[config.mk]
export PLATFORM = sky130hd
export DESIGN_NAME = acr_advanced_control
export DESIGN_NICKNAME = d
export VERILOG_FILES = /design/src/shared/acr_pkg.sv /design/src/hw/acr_advanced_control.sv /design/src/hw/acr_stall_monitor.sv
export VERILOG_INCLUDE_DIRS = /design/src /design/src/shared
export SDC_FILE = /design/constraint.sdc
export NUM_CORES = 1
export LEC_CHECK = 0
export ABC_AREA = 1
export BUFFER_PORTS_ARGS = -buffer_cell sky130_fd_sc_hd__buf_2
export CAP_MARGIN = 20
export CORE_ASPECT_RATIO = 0.9
export CORE_MARGIN = 1
export CORE_UTILIZATION = 30
export CTS_CLUSTER_DIAMETER = 40
export DETAILED_ROUTE_END_ITERATION = 7
export GPL_ROUTABILITY_DRIVEN = 1
export HOLD_SLACK_MARGIN = 0.1
export SLEW_MARGIN = 10
export SYNTH_ARGS = -nofsm -noshare
export SYNTH_HDL_FRONTEND = slang
export SYNTH_SLANG_ARGS = --single-unit
[constraint.sdc]
create_clock -name clk_in -period 2.2 [get_ports clk_in]
set_clock_uncertainty 0.15 [all_clocks]
set_input_delay 0.22 -clock clk_in [delete_from_list [all_inputs] [get_ports clk_in]]
set_output_delay 0.22 -clock clk_in [all_outputs]
set_load 0.01 [all_outputs]
[src/shared/acr_consts.svh]
`ifndef ACR_CONSTS_SVH
`define ACR_CONSTS_SVH

// bus command codes
`define ACR_CMD_ADV_CTRL 8'hF1
`define ACR_CMD_CLEAR_FAULTS 8'h08
`define ACR_CMD_NVM_STORE 8'h15
`define ACR_CMD_NVM_RESTORE 8'h16

// control word reset value
`define ACR_CTRL_RESET 16'h0000

// control word field positions
`define ACR_BIT_BUS_VOLTAGE 15
`define ACR_BIT_BUS_RESP_INIT 14
`define ACR_BIT_REINIT_LPM_EXIT 13
`define ACR_BIT_LPM_ENABLE 12
`define ACR_BIT_CLR_REC_FAULT 11
`define ACR_BIT_RESTORE_ON 9
`define ACR_BIT_CRC_ENABLE 8
`define ACR_BIT_STALL_MON 6
`define ACR_BIT_BG_CHOP 5
`define ACR_BIT_GATE_NVM 3
`define ACR_BIT_GATE_REG_WR 2
`define ACR_BIT_GATE_BUS 0

// stall monitor timing
`define ACR_CLK_MHZ 250
`define ACR_STALL_TIME_US 700
`define ACR_STALL_CYCLES (`ACR_STALL_TIME_US * `ACR_CLK_MHZ)
`define ACR_STALL_CNT_W 18

`endif

[src/shared/acr_pkg.sv]
package acr_pkg;

  // low-power sequencing states
  typedef enum logic [1:0] {
    ACR_ACTIVE,
    ACR_LOW_POWER,
    ACR_WAKE
  } acr_lpm_state_t;

  typedef logic [15:0] acr_word_t;

endpackage : acr_pkg

[src/hw/acr_advanced_control.sv]
`include "acr_consts.svh"

module acr_advanced_control #(
  parameter int unsigned STALL_CYCLES = `ACR_STALL_CYCLES
) (
  // clock and reset
  input wire logic clk_in,
  input wire logic sys_rst_in,
  // decoded bus commands
  input wire logic cmd_valid_in,
  input wire logic cmd_write_in,
  input wire logic [7:0] cmd_code_in,
  input wire logic [15:0] cmd_wdata_in,
  output logic [15:0] cmd_rdata_out,
  output logic cmd_done_out,
  output logic cmd_refused_out,
  // bus address phase
  input wire logic addr_match_in,
  output logic addr_ack_out,
  input wire logic write_in_progress_in,
  // device busy status
  input wire logic init_busy_in,
  input wire logic nvm_busy_in,
  // low-power sequencing
  input wire logic lpm_request_in,
  input wire logic lpm_wake_in,
  output logic low_power_state_out,
  output logic reinit_request_out,
  // turn-on and fault handling
  input wire logic turn_on_in,
  output logic restore_request_out,
  output logic clear_recorded_fault_out,
  output logic crc_enable_out,
  // calculation machine watch
  input wire logic [7:0] calc_state_in,
  output logic calc_reset_out,
  // clock gate enables
  output logic nvm_clk_en_out,
  output logic reg_write_clk_en_out,
  output logic bus_clk_gating_en_out,
  // analog settings passed through
  output logic bus_voltage_sel_out,
  output logic bandgap_chop_en_out
);

  acr_pkg::acr_word_t advanced_control;
  acr_pkg::acr_word_t next_advanced_control;
  logic [15:0] next_rdata;
  logic next_done;
  logic next_refused;
  logic next_clear_fault;
  logic next_restore;
  logic nvm_gate_open;
  logic next_nvm_gate_open;
  logic nvm_busy_d;
  acr_pkg::acr_lpm_state_t lpm_state;
  acr_pkg::acr_lpm_state_t next_lpm_state;
  logic busy;
  logic accept;
  logic is_write_ctrl;
  logic is_read_ctrl;
  logic is_clear;
  logic is_nvm_cmd;

  // device cannot serve commands while initialising or moving NVM
  assign busy = init_busy_in | nvm_busy_in;
  assign accept = cmd_valid_in & ~busy;
  assign is_write_ctrl = accept & cmd_write_in &
    (cmd_code_in == `ACR_CMD_ADV_CTRL);
  assign is_read_ctrl = accept & ~cmd_write_in &
    (cmd_code_in == `ACR_CMD_ADV_CTRL);
  assign is_clear = accept & cmd_write_in &
    (cmd_code_in == `ACR_CMD_CLEAR_FAULTS);
  assign is_nvm_cmd = accept & cmd_write_in &
    ((cmd_code_in == `ACR_CMD_NVM_STORE) |
     (cmd_code_in == `ACR_CMD_NVM_RESTORE));

  // command handling: control word access and side-effect commands
  always_comb begin
    next_advanced_control = advanced_control;
    next_rdata = cmd_rdata_out;
    next_done = 1'b0;
    next_refused = 1'b0;
    next_clear_fault = 1'b0;
    if (is_write_ctrl) begin
      next_advanced_control = cmd_wdata_in; // reserved bits kept as written
      next_done = 1'b1;
    end
    if (is_read_ctrl) begin
      next_rdata = advanced_control;
      next_done = 1'b1;
    end
    if (is_clear) begin
      next_clear_fault = advanced_control[`ACR_BIT_CLR_REC_FAULT];
      next_done = 1'b1;
    end
    if (is_nvm_cmd) begin
      next_done = 1'b1;
    end
    if (cmd_valid_in && busy) begin
      next_refused = 1'b1;
    end
  end

  always_ff @(posedge clk_in) begin
    if (sys_rst_in) begin
      advanced_control <= `ACR_CTRL_RESET;
      cmd_rdata_out <= 16'h0000;
      cmd_done_out <= 1'b0;
      cmd_refused_out <= 1'b0;
      clear_recorded_fault_out <= 1'b0;
    end else begin
      advanced_control <= next_advanced_control;
      cmd_rdata_out <= next_rdata;
      cmd_done_out <= next_done;
      cmd_refused_out <= next_refused;
      clear_recorded_fault_out <= next_clear_fault;
    end
  end

  assign addr_ack_out = addr_match_in &
    ~(busy & advanced_control[`ACR_BIT_BUS_RESP_INIT]);

  // low-power sequencing; dropping the enable forces an exit
  always_comb begin
    next_lpm_state = lpm_state;
    case (lpm_state)
      acr_pkg::ACR_ACTIVE: begin
        if (lpm_request_in && advanced_control[`ACR_BIT_LPM_ENABLE]) begin
          next_lpm_state = acr_pkg::ACR_LOW_POWER;
        end
      end
      acr_pkg::ACR_LOW_POWER: begin
        if (lpm_wake_in || !advanced_control[`ACR_BIT_LPM_ENABLE]) begin
          next_lpm_state = acr_pkg::ACR_WAKE;
        end
      end
      acr_pkg::ACR_WAKE: begin
        next_lpm_state = acr_pkg::ACR_ACTIVE;
      end
      default: begin
        next_lpm_state = acr_pkg::ACR_ACTIVE;
      end
    endcase
  end

  always_ff @(posedge clk_in) begin
    if (sys_rst_in) begin
      lpm_state <= acr_pkg::ACR_ACTIVE;
    end else begin
      lpm_state <= next_lpm_state;
    end
  end

  assign low_power_state_out = (lpm_state == acr_pkg::ACR_LOW_POWER);
  assign reinit_request_out = (lpm_state == acr_pkg::ACR_WAKE) &
    advanced_control[`ACR_BIT_REINIT_LPM_EXIT];

  // nvm gate opens on store/restore, closes when the transfer ends
  always_comb begin
    next_restore = 1'b0;
    next_nvm_gate_open = nvm_gate_open;
    if (turn_on_in && advanced_control[`ACR_BIT_RESTORE_ON]) begin
      next_restore = 1'b1;
    end
    if (nvm_busy_d && !nvm_busy_in) begin
      next_nvm_gate_open = 1'b0;
    end
    if (is_nvm_cmd || next_restore) begin
      next_nvm_gate_open = 1'b1; // set wins over the close
    end
  end

  always_ff @(posedge clk_in) begin
    if (sys_rst_in) begin
      restore_request_out <= 1'b0;
      nvm_gate_open <= 1'b0;
      nvm_busy_d <= 1'b0;
    end else begin
      restore_request_out <= next_restore;
      nvm_gate_open <= next_nvm_gate_open;
      nvm_busy_d <= nvm_busy_in;
    end
  end

  assign nvm_clk_en_out = ~advanced_control[`ACR_BIT_GATE_NVM] |
    nvm_gate_open;
  assign reg_write_clk_en_out = ~advanced_control[`ACR_BIT_GATE_REG_WR] |
    write_in_progress_in;
  assign bus_clk_gating_en_out = advanced_control[`ACR_BIT_GATE_BUS];
  assign crc_enable_out = advanced_control[`ACR_BIT_CRC_ENABLE];
  // analog trims only leave the block, nothing here uses them
  assign bus_voltage_sel_out = advanced_control[`ACR_BIT_BUS_VOLTAGE];
  assign bandgap_chop_en_out = advanced_control[`ACR_BIT_BG_CHOP];

  acr_stall_monitor #(
    .STALL_CYCLES(STALL_CYCLES)
  ) u_stall (
    .clk_in(clk_in),
    .sys_rst_in(sys_rst_in),
    .enable_in(advanced_control[`ACR_BIT_STALL_MON]),
    .state_in(calc_state_in),
    .stall_reset_out(calc_reset_out)
  );
endmodule : acr_advanced_control

[src/hw/acr_stall_monitor.sv]
`include "acr_consts.svh"

module acr_stall_monitor #(
  parameter int unsigned STALL_CYCLES = `ACR_STALL_CYCLES
) (
  // clock and reset
  input wire logic clk_in,
  input wire logic sys_rst_in,
  // control and observed state
  input wire logic enable_in,
  input wire logic [7:0] state_in,
  // reset pulse to the calculation machine
  output logic stall_reset_out
);

  localparam logic [`ACR_STALL_CNT_W-1:0] LIMIT =
    STALL_CYCLES[`ACR_STALL_CNT_W-1:0];

  logic [`ACR_STALL_CNT_W-1:0] count;
  logic [`ACR_STALL_CNT_W-1:0] next_count;
  logic [7:0] prev_state;
  logic fire;
  logic next_fire;

  // count cycles the state has not moved; fire once past the limit
  always_comb begin
    next_count = count;
    next_fire = 1'b0;
    if (!enable_in || state_in != prev_state || fire) begin
      next_count = '0;
    end else if (count == LIMIT) begin
      next_fire = 1'b1;
      next_count = '0;
    end else begin
      next_count = count + 1'b1;
    end
  end

  // registers; counter restarts after firing so the machine gets a new window
  always_ff @(posedge clk_in) begin
    if (sys_rst_in) begin
      count <= '0;
      prev_state <= 8'h00;
      fire <= 1'b0;
    end else begin
      count <= next_count;
      prev_state <= state_in;
      fire <= next_fire;
    end
  end

  assign stall_reset_out = fire;
endmodule : acr_stall_monitor

==> run metrics, run 1 <==
EDFF count, synth 0; Layout Area Growth over Synthesis 34.29%; number of remaining DRC errors 0; detailed-placement wirelength estimate 5018 µm; I/O pins 73; layout net count about 540; most instantiated library cell after synthesis sky130_fd_sc_hd__dfxtp_1; Post-synth top cells 67 x sky130_fd_sc_hd__dfxtp_1, 56 x sky130_fd_sc_hd__nand2_1, 50 x sky130_fd_sc_hd__inv_1, 50 x sky130_fd_sc_hd__nor2_1, 24 x sky130_fd_sc_hd__nand3_1; Synth Net Count 432; cell with the largest stage delay on the worst path sky130_fd_sc_hd__dlygate4sd3_1; Cell Chain, Critical Path dlygate4sd3_1 > buf_2 > nor2_2 > nand2_1 > nor2_2 > nand2_4 > o21ai_0 > a21oi_1; Clk Latency, worst-skew pair 0.34 ns; starting density of the core 31.63%; number of buffers and inverters on the critical path 2; share of synthesized registers carrying an async set or reset 0%; share of layout cells above drive strength 1 24.01%; DRT iter0 DRCs 111; number of vias in the routed layout 2819; static leakage 0.001722 µW; Tightest Pin Transition 0.6197 ns; Hold Violations, Final 0; Avg Inst Size Synth roughly 7.6 µm²; CTS tree done; area of the placeable core 9331 µm²; count of cells along the worst hold path 4; Port-buffer cells 72; nature of the critical path startpoint primary input; dominant cell type by area after synthesis sky130_fd_sc_hd__dfxtp_1; Netlist Area Pre-Place slightly below 3000 µm²; GRT overflow 0; pin count of the biggest net entering global routing 26; post-synth top area share 45.44%; first-pass GRT wire length ~12000 µm; Seq/Total Area, Yosys between 40% and 50%; final count of negative-setup-slack endpoints 0; count of unique library cells instantiated by Yosys 30; total inserted antenna cells 0; maximum vdd ir drop around 0.33 mV; clock slew at reported path FFs 0.08 ns; run status finished, final reports clean; relative slew slack 58.64%; antenna violations before repair 0; largest incremental delay on the critical path 0.54 ns; GRT Overall Usage between 10% and 20%; capture endpoint of the worst hold path nvm_gate_open; classification of the worst setup path in2reg; cts bufs inserted 9; per-cell via count in the routed design roughly 4.5; data arrival time at the worst-slack endpoint 1.95 ns; routability-driven placement congestion ratio 0.7840; unrepaired setup endpoints after global routing no; final worst path period share between 80% and 90%; cell family with most CP delay simple AND/OR/NAND/NOR gates; Synth area leaders sky130_fd_sc_hd__dfxtp_1 45%, sky130_fd_sc_hd__nand2_1 7.1%, sky130_fd_sc_hd__inv_1 6.4%; area of the die 10240 µm²; endpoint class of the critical path flip-flop; WL final between 7000 and 8000 µm; Min-Delay Startpoint cmd_code_in[3]; ANT nets after route 0; Total Negative Setup Slacks 0 ns; H-tree levels 3; ys flop type sky130_fd_sc_hd__dfxtp_1; Max FO, Critical Path 23; average wire per cell in the routed design 11.35 µm; Post-Place Setup Slack 0.5296 ns; worst setup slack after layout 0.3298 ns; Most common cell on crit path sky130_fd_sc_hd__nor2_2; total count of max-transition violations in the final report 0; y dimension of the die roughly 96 µm; Power Dens Cells 592.9 nW/µm²; post-synthesis instance total 387; reg-to-reg endpoint u_stall.count[16]; standard-cell rows 33; origin of the critical flop-to-flop path u_stall.count[0]; required time reported for the critical path endpoint 2.28 ns; Die W 106.6 µm; Max Clk Rate 0.5347 GHz; detailed-router iteration count before antenna repair 4; class of the most critical hold timing path in2reg; Register-to-Register Setup Slack 0.50 ns; maximum count of clock buffers along a single path 2; cells resized by post-CTS repair 0; max-capacitance violation count 0; count of synthesis-stage warnings from yosys 0; hold_ws about 0.13 ns; worst reg-to-reg path cell count 9; CTS sink cnt 67; flop and latch count out of synthesis 67; CTS Root Cell sky130_fd_sc_hd__clkbuf_8; minimum clock period after layout roughly 1.9 ns; via count of the first global-routing pass 2639
## report_power, final
group	switching [µW]	internal, µW
clock	504	451
sequential	3.95	1220
combinational	74.8	94.2
total	583	1770
## worst reg2reg max path, cell delays in order, from the launching register on
cell and delay (ns):
sky130_fd_sc_hd__dfxtp_1 0.39, sky130_fd_sc_hd__ha_1 0.20, sky130_fd_sc_hd__nand2_1 0.08, sky130_fd_sc_hd__nor2_2 0.17, sky130_fd_sc_hd__nand2_2 0.11, sky130_fd_sc_hd__nor2_4 0.17
sky130_fd_sc_hd__nand2_1 0.11, sky130_fd_sc_hd__o21ai_1 0.13, sky130_fd_sc_hd__inv_1 0.05, sky130_fd_sc_hd__nor2_1 0.09
## layout by cell type, fill, tap and decap left out, types with 4 or more instances in the layout
cell type and count:
sky130_fd_sc_hd__a21oi_1 22, sky130_fd_sc_hd__buf_2 72, sky130_fd_sc_hd__buf_4 4, sky130_fd_sc_hd__clkbuf_8 10, sky130_fd_sc_hd__dfxtp_1 67, sky130_fd_sc_hd__dlygate4sd3_1 39
sky130_fd_sc_hd__inv_1 50, sky130_fd_sc_hd__nand2_1 56, sky130_fd_sc_hd__nand3_1 24, sky130_fd_sc_hd__nand4_1 10, sky130_fd_sc_hd__nor2_1 50, sky130_fd_sc_hd__nor2_2 13
sky130_fd_sc_hd__nor2_4 4, sky130_fd_sc_hd__nor3_1 23, sky130_fd_sc_hd__o21ai_0 22, sky130_fd_sc_hd__xnor2_1 6, sky130_fd_sc_hd__xor2_1 4
## cell type report
cell class              count  area [µm²]
multi-input cells         254        1309
clock inverters             6       47.55
inverters                  52       195.2
clock buffers              10       137.6
fillers                   966        5368
repair buffers            115       780.7
well taps                 122       152.6
flip-flops and latches     67        1341
## metal layers
| metal | GRT usage, % | vias up | share of wire, % |
|---|---|---|---|
| met2 | 24.46 | 72 | 46 |
| met4 | 5.137 | 0 | 1.4 |
| met1 | 19.15 | 1277 | 47 |
| li1 | - | 1462 | - |
| met3 | 3.250 | 8 | 5.6 |
| met5 | 0 | - | 0 |
## registers in the layout, indices dropped and copies added, names as in the netlist
name                      flops
u_stall.prev_state            8
lpm_state                     2
u_stall.count                18
clear_recorded_fault_out      1
nvm_busy_d                    1
cmd_rdata_out                16
restore_request_out           1
nvm_gate_open                 1
u_stall.stall_reset_out       1
cmd_done_out                  1
cmd_refused_out               1
advanced_control             16
## repair_timing
action,4_1_cts,5_1_grt
endpoints found under the hold margin,31,0
setup buffers,0,0
setup endpoints to repair,0,0
hold buffers,39,0
## through the flow
| step | instances | instance area, µm² | util [%] | power, µW |
|---|---|---|---|---|
| finish | 626 | 3964 | 42.48 | 2350 |
| global route | 626 | 3964 | 42.48 | 2453 |
| CTS | 626 | 3964 | 42.48 | 2378 |
| detailed placement | 571 | 3388 | 36.31 | 1370 |
| global placement | 571 | 3388 | 36.31 | 1368 |
| floorplan | 387 | 2952 | - | 1315 |
## worst max path at each step
stage | slack, ns | cells past startpoint | end | start
2_1_floorplan | 0.71 | 8 | u_stall.count[12] | u_stall.count[0]
3_3_place_gp | 0.54 | 7 | u_stall.count[14] | u_stall.count[0]
3_5_place_dp | 0.53 | 9 | u_stall.count[16] | u_stall.count[0]
4_1_cts | 0.40 | 8 | advanced_control[11] | nvm_busy_in
5_1_grt | 0.23 | 8 | advanced_control[11] | nvm_busy_in
6_report | 0.33 | 8 | advanced_control[14] | nvm_busy_in
## logic make-up (layout without fill, tap and decap cells)
| family | Yosys count | after routing | share of synthesized area (%) |
|---|---|---|---|
| and+or+nand+nor | 191 | 191 | 31.67 |
| DFF | 67 | 67 | 45.44 |
| buffers and inverters | 66 | 183 | 10.22 |
| AOI/OAI and AO/OA | 51 | 51 | 8.860 |
| xor gates and xnor gates | 10 | 10 | 2.967 |
| adders and majority gates | 2 | 2 | 0.8477 |
Power figures use the tool's default switching activity.
==> run 2, diff against run 1 <==
--- a/config.mk
+++ b/config.mk
@@ -15,6 +15,7 @@
 export CTS_CLUSTER_DIAMETER = 40
 export DETAILED_ROUTE_END_ITERATION = 7
 export GPL_ROUTABILITY_DRIVEN = 1
+export GPL_TIMING_DRIVEN = 0
 export HOLD_SLACK_MARGIN = 0.1
 export SLEW_MARGIN = 10
 export SYNTH_ARGS = -nofsm -noshare
==> run metrics, run 2 (synthesis results as in run 1) <==
run status finished, final reports clean; H-tree levels 3; required time reported for the critical path endpoint 2.34 ns; detailed-router iteration count before antenna repair 5; CTS Root Cell sky130_fd_sc_hd__clkbuf_8; layout net count between 500 and 600; commonest non-fill, non-tap cells in the layout 70 x sky130_fd_sc_hd__buf_2, 67 x sky130_fd_sc_hd__dfxtp_1, 56 x sky130_fd_sc_hd__nand2_1, 50 x sky130_fd_sc_hd__inv_1, 50 x sky130_fd_sc_hd__nor2_1; data arrival time at the worst-slack endpoint 2.19 ns; Hold Violations, Final 0; classification of the worst setup path in2reg; antenna violations before repair 0; cell family with most CP delay buffers and inverters; cell with the largest stage delay on the worst path sky130_fd_sc_hd__dlygate4sd3_1; final count of negative-setup-slack endpoints 0; Power Dens Cells 600.3 nW/µm²; standard-cell rows 33; relative slew slack 62.37%; class of the most critical hold timing path in2reg; total count of max-transition violations in the final report 0; pin count of the biggest net entering global routing 12; Register-to-Register Setup Slack 0.51 ns; Die W 106.6 µm; area of all placed cells without fillers 3999 µm²; Total Negative Setup Slacks 0 ns; reg-to-reg endpoint u_stall.count[16]; detailed-placement wirelength estimate 5198 µm; Max FO, Critical Path 10; number of remaining DRC errors 0; total stage count of the critical path 8; GRT overflow 0; I/O pins 73; ANT nets after route 0; Max Clk Rate 0.4864 GHz; CTS sink cnt 67; starting density of the core a little under a third; number of vias in the routed layout roughly 2800; unrepaired setup endpoints after global routing no; total inserted antenna cells 0; end of the critical path cmd_done_out; maximum vdd ir drop 0.2318 mV; Clk Latency, worst-skew pair approximately 0.34 ns; Tightest Pin Transition ~0.56 ns; max FFs per register 18; endpoint class of the critical path flip-flop; nature of the critical path startpoint primary input; max-capacitance violation count 0; per-cell via count in the routed design 4.525; share of layout cells above drive strength 1 between 20% and 30%; Largest regs u_stall.count: 18 flops, advanced_control: 16 flops, cmd_rdata_out: 16 flops; average wire per cell in the routed design between 10 and 15 µm; via count of the first global-routing pass 2668; Setup Buffers After CTS 0; largest incremental delay on the critical path roughly 0.55 ns; worst setup path startpoint cmd_write_in; minimum clock period after layout 2.056 ns; Most common cell on crit path sky130_fd_sc_hd__dlygate4sd3_1; largest register by flop count u_stall.count; cts bufs inserted 9; WL final 7131 µm; routability-driven placement congestion ratio 0.8326; number of buffers and inverters on the critical path 5; maximum count of clock buffers along a single path 2; DRT iter0 DRCs 133; origin of the critical flop-to-flop path u_stall.count[0]; GRT Overall Usage 15.03%; most common cell after layout, fill and taps aside sky130_fd_sc_hd__buf_2; clock slew at reported path FFs roughly 0.070 ns; first-pass GRT wire length 12150 µm; Port-buffer cells 70; y dimension of the die 96.10 µm; Cell Chain, Critical Path dlygate4sd3_1 > buf_4 > inv_1 > nor2_4 > buf_6 > nand4_1 > a31oi_1 > dlygate4sd3_1; area of the placeable core 9331 µm²; final worst path period share between 90% and 100%; CTS tree done; placed inst area 3455 µm²; area of the die 10240 µm²; worst reg-to-reg path cell count 9; Layout Area Growth over Synthesis 35.48%; static leakage 0.001730 µW
run 2: metal layers:
layer,up-vias,wire length [µm],track usage (%)
li1,1464,-,-
met1,1287,3480,19.65
met2,79,3141,23.54
met3,12,386,3.927
met4,0,123,6.393
met5,-,0,0
run 2: where the power goes:
part	switching [µW]	leakage (µW)	total (µW)	internal, µW
clock network	460	0.0000991	1010	548
registers	4.25	0.000542	1230	1220
logic	76.3	0.00109	165	88.7
total	541	0.00173	2400	1860
run 2: worst register-to-register path: cells and delay by family, from the launching register on:
family	cells	cell delay, ns
simple gates	6	0.71
flops	1	0.39
fa+ha+maj	1	0.20
compound gates	1	0.15
buf+inv	1	0.05
run 2: worst min path at each step:
stage	end	slack, ns	depth (start not counted)	from
after detailed placement	nvm_gate_open	0.28	2	sys_rst_in
final	clear_recorded_fault_out	0.14	4	cmd_code_in[3]
after CTS	clear_recorded_fault_out	0.13	5	cmd_code_in[6]
after floorplan	u_stall.prev_state[3]	0.18	2	calc_state_in[3]
after global placement	nvm_gate_open	0.27	2	sys_rst_in
after global routing	clear_recorded_fault_out	0.16	5	cmd_code_in[6]
run 2: stage by stage:
step / utilization [%] / hold WS (ns) / setup WS (ns) / total power, µW / std cells
2_1_floorplan: - / 0.1770 / 0.7098 / 1315 / 387
3_3_place_gp: 37.02 / 0.2711 / 0.4918 / 1372 / 579
3_5_place_dp: 37.02 / 0.2754 / 0.5119 / 1374 / 579
4_1_cts: 42.85 / 0.1263 / 0.07824 / 2429 / 630
5_1_grt: 42.85 / 0.1608 / 0.04863 / 2500 / 628
6_report: 42.85 / 0.1410 / 0.1442 / 2400 / 628
run 2: repair_timing:
action | 4_1_cts | 5_1_grt
endpoints found under the hold margin | 39 | 0
setup endpoints to repair | 0 | 3
hold buffers | 35 | 0
gates resized for setup | 0 | 2
run 2: area by class of cell:
type / count / area (µm²)
Multi-Input combinational cell: 254 / 1314
Clock buffer: 11 / 141.4
Sequential cell: 67 / 1341
Buffer: 12 / 101.3
Timing Repair Buffer: 105 / 700.7
Clock inverter: 5 / 52.55
Inverter: 52 / 195.2
Tap cell: 122 / 152.6
Fill cell: 971 / 5333
